==> config.mk <==
export PLATFORM = sky130hd
export DESIGN_NAME = mfr_ctrl
export DESIGN_NICKNAME = d
export VERILOG_FILES = /design/src/rtl/mfr_pkg.sv /design/src/rtl/mfr_ctrl.sv /design/src/rtl/mfr_pin_sync.sv
export SDC_FILE = /design/constraint.sdc
export NUM_CORES = 1
export LEC_CHECK = 0
export BUFFER_PORTS_ARGS = -buffer_cell sky130_fd_sc_hd__buf_2
export CAP_MARGIN = 20
export CORE_UTILIZATION = 50
export CTS_CLUSTER_DIAMETER = 150
export CTS_CLUSTER_SIZE = 12
export DETAILED_ROUTE_END_ITERATION = 8
export MAX_ROUTING_LAYER = met4
export PLACE_DENSITY = 0.77
export SYNTH_ARGS = -nofsm -noshare
export SYNTH_HDL_FRONTEND = slang
export SYNTH_HIERARCHICAL = 1
export SYNTH_SLANG_ARGS = --single-unit
==> constraint.sdc <==
create_clock -name clock_i -period 3.5 [get_ports clock_i]
set_input_delay 0.875 -clock clock_i [delete_from_list [all_inputs] [get_ports clock_i]]
set_output_delay 0.875 -clock clock_i [all_outputs]
set_load 0.05 [all_outputs]
==> src/rtl/mfr_pkg.sv <==
// Shared constants for the motor fault response controller
package mfr_pkg;
  localparam int CLK_FREQ_HZ = 100_000_000;
  localparam int LR_CLEAR_TIME_MS = 10;
  localparam int LR_CLEAR_CYCLES = LR_CLEAR_TIME_MS * (CLK_FREQ_HZ / 1000);
  localparam int LR_CNT_W = $clog2(LR_CLEAR_CYCLES + 1);
  localparam int GATE_N = 6;
  localparam int HIGH_SIDE_N = 3;
  localparam int PIN_N = 15;
  // Bit positions inside the synchronised condition vector
  localparam int POS_MAIN_UV = 0;
  localparam int POS_LR_UV = 1;
  localparam int POS_GS_UV = 2;
  localparam int POS_OTEMP = 3;
  localparam int POS_TWARN = 4;
  localparam int POS_SYNC = 5;
  localparam int POS_BOOT = 6;
  localparam int POS_VDS = 9;
  // Values after reset
  localparam logic [5:0] GATE_RST = 6'h00;
  localparam logic FLAG_RST = 1'b0;
  localparam logic HOST_RST_N_RST = 1'b0;
  localparam logic LR_LATCH_RST = 1'b1;
  localparam logic [14:0] PIN_RST = 15'h0000;
endpackage

==> src/rtl/mfr_ctrl.sv <==
// Fault response controller for a three-phase gate driver
//
// What this block does
// - Select one with mask set: temperature faults never disable outputs
// - Select one: supply undervoltage keeps outputs, latches
// - Logic regulator fault: all off, host reset
// - System error: all off, latch, run cleared
// - Select one: bridge fault offs one transistor
// - Demand zero then nonzero re-enables outputs, but a system error needs a run rise
// - Serial read clears supply, sync, bridge and serial error latches unless disabled
// - Sync loss: all off, latch by restart
// - Select zero: supply undervoltage offs all outputs
`timescale 1ns/1ns
module mfr_ctrl
  import mfr_pkg::*;
#(
  parameter int LR_CLEAR_CYC = LR_CLEAR_CYCLES
)
(
  input wire logic clock_i, // System clock, 100 MHz
  input wire logic resetn_i, // Synchronous reset, active low
  input wire logic enable_i, // Clock enable, freezes state when low
  input wire logic stop_on_fault_select_i, // Fault response select
  input wire logic restart_control_i, // Restart control
  input wire logic logic_reg_undervolt_mask_i, // Lets overtemperature spare outputs in select one
  input wire logic diag_read_clear_disable_i, // Blocks read-clear
  input wire logic run_i, // Run bit level
  input wire logic demand_nonzero_i, // Demand input is nonzero
  input wire logic serial_read_i, // Status or diag read, pulse
  input wire logic serial_error_i, // Serial frame error, pulse
  input wire logic system_error_i, // System error event
  input wire logic main_supply_uv_i, // Main supply undervoltage pin
  input wire logic logic_regulator_uv_i, // Logic regulator uv pin
  input wire logic gate_supply_regulator_uv_i, // Gate regulator uv pin
  input wire logic overtemp_i, // Overtemperature pin
  input wire logic temp_warn_i, // Temperature warning pin
  input wire logic sync_loss_i, // Loss of synchronisation pin
  input wire logic [2:0] bootstrap_uv_i, // Bootstrap uv, high sides
  input wire logic [5:0] drain_source_voltage_ov_i, // Overvoltage pins
  input wire logic [5:0] gate_req_i, // PWM gate demand per transistor
  output logic [5:0] gate_o, // Gate drive outputs
  output logic host_reset_out_n_o, // Host reset, active low
  output logic run_clear_o, // Pulse: clear the run bit
  output logic main_uv_o, // Main supply fault status
  output logic lr_uv_o, // Logic regulator fault status
  output logic sync_loss_o, // Sync loss fault status
  output logic system_error_o, // System error latched
  output logic serial_error_o, // Serial error latched
  output logic temp_warn_o, // Temperature warning status
  output logic overtemp_o, // Overtemperature status
  output logic [5:0] bridge_fault_o, // Per-transistor fault status
  output logic outputs_off_o, // All gates forced off
  output logic restart_wait_o // Waiting for a restart action
);
  logic [PIN_N-1:0] pins;
  logic [PIN_N-1:0] cond;
  logic main_l;
  logic sync_l;
  logic bridge_l;
  logic lr_l;
  logic sys_l;
  logic restart_wait;
  logic [5:0] single_l;
  logic [LR_CNT_W-1:0] lr_cnt;
  logic run_prev;
  logic demand_prev;
  logic [5:0] gate_prev;
  logic stop_on_fault_select;
  logic restart_control;
  logic read_clear;
  logic latch_clear;
  logic run_rise;
  logic demand_rise;
  logic [5:0] bridge_pin;
  logic bridge_any;
  logic rearm_need;
  logic all_off;
  logic next_lr_l;
  logic [LR_CNT_W-1:0] next_lr_cnt;

  function automatic logic rising(input logic cur, input logic prev);
    rising = cur & ~prev;
  endfunction

  assign pins = {drain_source_voltage_ov_i, bootstrap_uv_i, sync_loss_i,
                 temp_warn_i, overtemp_i, gate_supply_regulator_uv_i,
                 logic_regulator_uv_i, main_supply_uv_i};

  mfr_pin_sync #(.W(PIN_N)) u_sync
  (
    .clock_i(clock_i),
    .resetn_i(resetn_i),
    .enable_i(enable_i),
    .pin_i(pins),
    .pin_o(cond)
  );

  assign stop_on_fault_select = stop_on_fault_select_i;
  assign restart_control = restart_control_i;
  assign read_clear = serial_read_i & ~diag_read_clear_disable_i;
  assign latch_clear = ~demand_nonzero_i | ~run_i | read_clear;
  assign run_rise = rising(run_i, run_prev);
  assign demand_rise = rising(demand_nonzero_i, demand_prev);
  assign bridge_pin = cond[POS_VDS +: GATE_N]
                      | {3'h0, cond[POS_BOOT +: HIGH_SIDE_N]};
  assign bridge_any = |bridge_pin;
  // A permitted read clears the latch and the wait in one go
  assign rearm_need = (((main_l & ~stop_on_fault_select) | sync_l | bridge_l) & ~read_clear)
                      | lr_l;

  // Any all-off cause wins over per-transistor disables
  always_comb
  begin
    all_off = sys_l;
    all_off = all_off | cond[POS_GS_UV];
    all_off = all_off | lr_l | cond[POS_LR_UV];
    all_off = all_off | cond[POS_SYNC] | sync_l;
    all_off = all_off | (~stop_on_fault_select & (cond[POS_MAIN_UV] | main_l));
    all_off = all_off | (~stop_on_fault_select & (bridge_any | bridge_l));
    // Overtemperature only spares the outputs in the masked select-one case
    all_off = all_off | (cond[POS_OTEMP]
              & ~(stop_on_fault_select & logic_reg_undervolt_mask_i));
    all_off = all_off | restart_wait;
  end

  always_ff @(posedge clock_i)
  begin
    if (!resetn_i)
    begin
      // Follow the inputs so no false edge comes after reset
      run_prev <= run_i;
      demand_prev <= demand_nonzero_i;
      gate_prev <= gate_req_i;
    end
    else if (enable_i)
    begin
      run_prev <= run_i;
      demand_prev <= demand_nonzero_i;
      gate_prev <= gate_req_i;
    end
  end

  // Latched faults: a new set in the clearing cycle wins
  always_ff @(posedge clock_i)
  begin
    if (!resetn_i)
    begin
      main_l <= FLAG_RST;
      sync_l <= FLAG_RST;
      bridge_l <= FLAG_RST;
    end
    else if (enable_i)
    begin
      main_l <= (cond[POS_MAIN_UV] & ~restart_control)
                | (main_l & ~latch_clear);
      sync_l <= (cond[POS_SYNC] & ~restart_control) | (sync_l & ~latch_clear);
      bridge_l <= (~stop_on_fault_select & bridge_any) | (bridge_l & ~latch_clear);
    end
  end

  // Per-transistor hold until that transistor's next on-phase
  genvar g;
  generate
    for (g = 0; g < GATE_N; g++)
    begin : gen_single
      always_ff @(posedge clock_i)
      begin
        if (!resetn_i)
          single_l[g] <= FLAG_RST;
        else if (enable_i)
          single_l[g] <= (stop_on_fault_select & bridge_pin[g])
                         | (single_l[g]
                         & ~rising(gate_req_i[g], gate_prev[g]));
      end
    end
  endgenerate

  always_ff @(posedge clock_i)
  begin
    if (!resetn_i)
    begin
      sys_l <= FLAG_RST;
      run_clear_o <= FLAG_RST;
    end
    else if (enable_i)
    begin
      sys_l <= system_error_i | (sys_l & ~run_rise);
      run_clear_o <= system_error_i & ~sys_l;
    end
  end

  always_ff @(posedge clock_i)
  begin
    if (!resetn_i)
      serial_error_o <= FLAG_RST;
    else if (enable_i)
      serial_error_o <= serial_error_i
                        | (serial_error_o & ~read_clear);
  end

  // Outputs stay off after a latched sync, bridge, regulator or select-zero supply fault until a restart action
  always_ff @(posedge clock_i)
  begin
    if (!resetn_i)
      restart_wait <= FLAG_RST;
    else if (enable_i)
      restart_wait <= rearm_need
                      | (restart_wait
                      & ~(read_clear | run_rise | demand_rise));
  end

  // Regulator recovery timer restarts on every fresh undervoltage
  always_comb
  begin
    next_lr_l = lr_l;
    next_lr_cnt = lr_cnt;
    if (cond[POS_LR_UV])
    begin
      next_lr_l = 1'b1;
      next_lr_cnt = '0;
    end
    else if (lr_l)
    begin
      if (lr_cnt == LR_CNT_W'(LR_CLEAR_CYC - 1))
        next_lr_l = 1'b0;
      else
        next_lr_cnt = lr_cnt + LR_CNT_W'(1);
    end
  end

  // Host held in reset from power-up until the first timer expiry
  always_ff @(posedge clock_i)
  begin
    if (!resetn_i)
    begin
      lr_l <= LR_LATCH_RST;
      lr_cnt <= '0;
      host_reset_out_n_o <= HOST_RST_N_RST;
    end
    else if (enable_i)
    begin
      lr_l <= next_lr_l;
      lr_cnt <= next_lr_cnt;
      host_reset_out_n_o <= ~next_lr_l;
    end
  end

  always_ff @(posedge clock_i)
  begin
    if (!resetn_i)
    begin
      gate_o <= GATE_RST;
      outputs_off_o <= FLAG_RST;
    end
    else if (enable_i)
    begin
      gate_o <= all_off ? GATE_RST : (gate_req_i & ~single_l
                & ~(stop_on_fault_select ? bridge_pin : 6'h00));
      outputs_off_o <= all_off;
    end
  end

  always_ff @(posedge clock_i)
  begin
    if (!resetn_i)
    begin
      main_uv_o <= FLAG_RST;
      lr_uv_o <= FLAG_RST;
      sync_loss_o <= FLAG_RST;
      system_error_o <= FLAG_RST;
      temp_warn_o <= FLAG_RST;
      overtemp_o <= FLAG_RST;
      bridge_fault_o <= GATE_RST;
      restart_wait_o <= FLAG_RST;
    end
    else if (enable_i)
    begin
      main_uv_o <= cond[POS_MAIN_UV] | main_l;
      lr_uv_o <= cond[POS_LR_UV] | lr_l;
      sync_loss_o <= cond[POS_SYNC] | sync_l;
      system_error_o <= sys_l;
      temp_warn_o <= cond[POS_TWARN];
      overtemp_o <= cond[POS_OTEMP];
      bridge_fault_o <= bridge_pin | single_l | {6{bridge_l}};
      restart_wait_o <= restart_wait;
    end
  end
endmodule

==> src/rtl/mfr_pin_sync.sv <==
// Three-stage pin synchroniser with agreement filter
`timescale 1ns/1ns
module mfr_pin_sync
  import mfr_pkg::*;
#(
  parameter int W = PIN_N
)
(
  input wire logic clock_i, // System clock
  input wire logic resetn_i, // Synchronous reset, active low
  input wire logic enable_i, // Clock enable
  input wire logic [W-1:0] pin_i, // Asynchronous pin levels
  output logic [W-1:0] pin_o // Filtered synchronous levels
);
  logic [W-1:0] stage1;
  logic [W-1:0] stage2;
  logic [W-1:0] stage3;

  always_ff @(posedge clock_i)
  begin
    if (!resetn_i)
    begin
      stage1 <= W'(PIN_RST);
      stage2 <= W'(PIN_RST);
      stage3 <= W'(PIN_RST);
    end
    else if (enable_i)
    begin
      stage1 <= pin_i;
      stage2 <= stage1;
      stage3 <= stage2;
    end
  end

  // A change is taken only when the last two stages agree
  genvar g;
  generate
    for (g = 0; g < W; g++)
    begin : gen_filt
      always_ff @(posedge clock_i)
      begin
        if (!resetn_i)
          pin_o[g] <= PIN_RST[0];
        else if (enable_i && (stage2[g] == stage3[g]))
          pin_o[g] <= stage3[g];
      end
    end
  endgenerate
endmodule

# Word-level counts from Yosys, hierarchy flattened

Cells that the tools add are included.

Reductions and logical operators: 18
Shifts and indexed selects: 0
$mul: 0
Multiplexer cells: 14
Bitwise logic cells: 102
Divide/modulo/power cells: 0
Equality and inequality tests: 18
Order comparisons: 0
Add/subtract/negate cells: 1

Operators with widths:

| operator              | count |
|---|---|
| $mux 20               | 3 |
| $and 1x1->1           | 37 |
| $or 1x1->1            | 32 |
| $not 1->1             | 26 |
| $mux 6                | 4 |
| $add 20x1->20 const B | 1 |
| $eq 20x20->1 const B  | 1 |
| $eq 1x1->1            | 15 |
| $logic_and 1x1->1     | 15 |
| $and 6x6->6           | 2 |
| $not 6->6             | 2 |
| $or 6x6->6            | 2 |
| $mux 1                | 7 |
| $or 6x3->6            | 1 |
| $reduce_or 6->1       | 1 |
| $ne 2x1->1 const B    | 2 |
| $reduce_and 3->1      | 1 |
| $reduce_bool 2->1     | 1 |

Input bits: 33
Output and inout bits: 23
Register bits: 123
RAM bits: 0
Logic and storage cells: 200
Memories kept: 0
Bits in latches: 0
Bits in read-only memories: 0

# Depth between registers and ports, before layout

Word-level depth: 10
Depth in mapped cells: 6
Mapped depth without buffers: 5

# Cells and area by module

The synthesis kept the hierarchy.

By module, submodules not included:

| module       | cells an instance | area each (um^2) | sequential area each (um^2) | instances |
|---|---|---|---|---|
| mfr_ctrl     | 325               | 2,901.5          | 1,341.3                     | 1 |
| mfr_pin_sync | 242               | 2,363.5          | 1,201.2                     | 1 |

# Worst setup path after synthesis

No wires, ideal clock.

Path kind: in2reg
From: in enable_i
To: reg lr_cnt[19]
Data arrival time: 1.996 ns
Data required time: 3.430 ns
Library setup time: 0.070 ns
Buffers on the path: 1
Stages: 5
Path slack: 1.434 ns
Path through: buf_2 > o21ai_2 > or2_1 > or4_1 > a21oi_1

Longest elaborated chain between the ends: 1

RTL lines:

| element                           | RTL line        | source |
|---|---|---|
| from (decl)                       | mfr_ctrl.sv:22  | `input wire logic enable_i,` |
| $reduce_and 3->1 (no source line) | -               |  |
| to (signal assigned)              | mfr_ctrl.sv:243 | `lr_cnt <= next_lr_cnt;` |
| to (decl)                         | mfr_ctrl.sv:64  | `logic [LR_CNT_W-1:0] lr_cnt;` |

Every way passes these cells.
A chain may end at the register's enable or synchronous reset.

# Worst setup path after layout

From: reg u_sync.pin_o[1]
To: reg lr_cnt[19]

Longest elaborated chain between the ends: 2
Elaborated cells between the ends (all ways): 4
Classes of those cells: eq/ne: 1; mux: 1; reduce/logical: 2

RTL lines:

| element                                                          | RTL line           | source |
|---|---|---|
| from (decl)                                                      | mfr_pin_sync.sv:13 | `output logic [W-1:0] pin_o` |
| from (signal, indexed assignment)                                | mfr_pin_sync.sv:43 | `pin_o[g] <= PIN_RST[0];` |
| from (signal, indexed assignment)                                | mfr_pin_sync.sv:45 | `pin_o[g] <= stage3[g];` |
| $ne 2x1->1 (no source line) or $reduce_bool 2->1 (tied branches) | -                  |  |
| $reduce_and 3->1 (no source line)                                | -                  |  |

Several ways; a longest one is shown, not always the timed one.

==> results.tsv <==
stage	metric	value	unit
status	status	complete, no violations	
synthesis	#FFs+latches synth	123	
synthesis	EDFF count, synth	8	
power	leakage	2.36	nW
floorplan	initial core utilization	51.2	%
worst_setup_path	crit start category	register	
global_routing	antenna violations before repair	0	
power	Logic pwr share	6.3	%
finish	ANT cells	0	
finish	Area growth syn-to-layout	16.5	%
sta	Hold Fails Final Rpt	0	
min_path	Hold Path Class	reg2reg	
clocking	register clock-pin slew on the reported worst setup and hold paths	60	ps
global_routing	GRT busiest layer	met2	
clocking	Root Driver	clkbuf_8	
synthesis	main flop type after synthesis	dfxtp_1	
floorplan	io pins	56	
placement	DP Wirelength	7550	µm
sta	Worst Skew	8.47	ps
global_routing	vias in the first global route	4210	
global_routing	largest net degree at the start of global routing	82	
power	Int Power	2.71	mW
placement	GP Congestion	0.911	
floorplan	CORE AREA	10300	µm²
finish	fin nets	643	
power	Sw Share	23.3	%
power	Clk pwr share	51.6	%
placement	# port buffers	55	
routing	DRT Pass-1 Iters	5	
clocking	CTS tree	yes	
worst_setup_path	Worst Path Max Fanout	21	
routing	ANT nets after route	0	
routing	Total Routed Length	11700	µm
worst_setup_path	Data required, critical path	3950	ps
global_routing	met3 Track Usage GR	5.74	%
finish	proportion of layout cells with a drive suffix above 1	15.9	%
global_routing	GR Util met2	35.3	%
power	Worst VDD drop	320	µV
floorplan	Die Y	105	µm
clocking	clk sinks	123	
global_routing	first-pass GRT wire length	19700	µm
synthesis	syn_nets	601	
synthesis	Synth top area share	43.7	%
sta	worst-margin pin slew	983	ps
global_routing	Congestion Overflow GR	0	
sta	Max Freq	447	MHz
global_routing	met1 global-route usage	29.5	%
floorplan	DIE WIDTH	105	µm
synthesis	synth cell count leaders	dfxtp_1 (115), nor2_1 (75), mux2i_1 (51)	
power	power per standard cell area	577	nW/µm²
floorplan	die area	10900	µm²
synthesis	post-synth top area cell	dfxtp_1	
synthesis	Mapped Avg Cell Area	9.29	µm²
sta	Slew headroom	34.5	%
routing	Via density	5.74	
clocking	H-Tree Depth	4	
sta	crit path time final	2240	ps
sta	Tcrit/Tclk final	63.9	%
synthesis	synth top area cells	dfxtp_1 (44%), mux2i_1 (9.7%), nor2_1 (5.3%), edfxtp_1 (4.6%), a21oi_1 (4.0%)	
finish	Filler Cell Count	879	
synthesis	Gate Count Post-Synth	567	
synthesis	yosys warns	6	
routing	drc violations	0	
power	P_sw	826	µW
global_routing	Global Route Usage Sum	23.1	%
sta	RSZ-0062 raised after global routing	no	
clocking	Hold-fix buffers, CTS	0	
worst_setup_path	Arr. time, crit path	2690	ps
synthesis	Distinct cells, synth	56	
synthesis	Syn Std Cell Area	5270	µm²
floorplan	# rows	37	
clocking	Post CTS Setup Buffer Count	0	
clocking	Gates resized, CTS repair	0	
clocking	TritonCTS buffer count	17	
synthesis	async set or reset register ratio after synthesis	0	%
routing	initial drt markers	350	
synthesis	count leader, synth	dfxtp_1	
sta	setup TNS	0	ps
worst_setup_path	critical path type	reg2reg	
synthesis	sequential area share after synthesis	48.3	%
sta	Final Max Slew Viols	0	
clocking	worst-case clock buffer depth	2	
sta	final setup violation count	0	
routing	drt wl/cell	15.4	µm
clocking	Clock Latency Late Sink	520	ps
flow_run	Max-Cap Viols	0	
sta	minimum hold slack	465	ps
power	Seq pwr share	42.1	%
power	Total Power	3.54	mW
routing	Via Count	4353	
worst_setup_path	crit path capture type	register	
[worst paths after layout]
| kind | startpoint | to | slack [ps] | cells after the start |
|---|---|---|---|---|
| max reg2reg | u_sync/pin_o[1] | lr_cnt[19] | 1260 | 4 |
| min | u_sync/stage3[7] | u_sync/pin_o[7] | 470 | 2 |
| max | u_sync/pin_o[1] | lr_cnt[19] | 1260 | 4 |
| min reg2reg | u_sync/stage3[7] | u_sync/pin_o[7] | 470 | 2 |
[layer usage]
metal / vias to the layer above / wire length [µm]
met1: 2083 / 5430
met4: 0 / 102
li1: 2126 / -
met5: - / 0
met3: 10 / 659
met2: 134 / 5490
[cell usage in the layout (no fill, tap or decap), types with 4 or more instances in the layout]
cell       instances
dfxtp_1          115
nor2_1            75
buf_2             54
mux2i_1           51
a21oi_1           42
nand2_1           36
o21ai_0           27
inv_1             24
nor2b_1           22
clkbuf_16         18
o32ai_1           15
nand4_1           12
nor4_1             9
nand3_1            9
nor3_1             8
edfxtp_1           8
a211oi_1           7
o31ai_1            6
or4_1              6
buf_4              6
a31oi_1            5
a22oi_1            5
a32o_1             4
nand2b_1           4
[state kept, by name, summed over array words and instances (netlist names), 6 cells and up]
signal	cells
lr_cnt	20
u_sync/pin_o	15
u_sync/stage1	15
u_sync/stage2	15
u_sync/stage3	15
bridge_fault_o	6
gate_o	6
gate_prev	6
single_l	6
[worst max-delay path, cell delays in order (launching register included)]
cell	delay [ps]
dfxtp_1	840
o21ai_2	320
or2_1	390
or4_1	480
a21oi_1	140
[power groups by stage]
stage                     clock [mW]  combinational (mW)  sequential (mW)
final                           1.83               0.223             1.49
after global routing            1.91               0.245             1.49
after CTS                       1.85               0.223             1.49
after detailed placement           0               0.221             1.52
after global placement             0               0.215             1.52
after floorplan                    0               0.137             1.55
[per-stage QoR]
step	utilization [%]	cells	worst slack (ps)	cell area (µm²)
2_1_floorplan	-	567	1430	5270
3_3_place_gp	53.6	726	1000	5510
3_5_place_dp	53.6	726	926	5510
4_1_cts	59.7	758	1280	6130
5_1_grt	59.7	758	1160	6130
6_report	59.7	758	1260	6130
[cell type report]
| cell class | instances | area, µm² | share of cell area [%] |
|---|---|---|---|
| flip-flops and latches | 123 | 2540 | 41.5 |
| multi-input cells | 382 | 2380 | 38.9 |
| clock buffers | 21 | 472 | 7.69 |
| repair buffers | 60 | 315 | 5.14 |
| well taps | 136 | 170 | 2.77 |
| clock inverters | 11 | 154 | 2.51 |
| inverters | 25 | 93.8 | 1.53 |
[kinds of logic (layout without fill, tap and decap cells)]
| family | Yosys count | count (layout) | share of synthesized area [%] |
|---|---|---|---|
| flip-flops | 123 | 123 | 48.3 |
| AO/OA/AOI/OAI | 131 | 131 | 16.4 |
| buffers and inverters | 62 | 117 | 6.42 |
| adder cells (fa/ha/maj) | 1 | 1 | 0.238 |
| AND/OR/NAND/NOR | 197 | 197 | 18.7 |
| XOR/XNOR | 2 | 2 | 0.333 |
| multiplexers | 51 | 51 | 9.70 |
No activity file was read; power rests on OpenSTA's default activity.
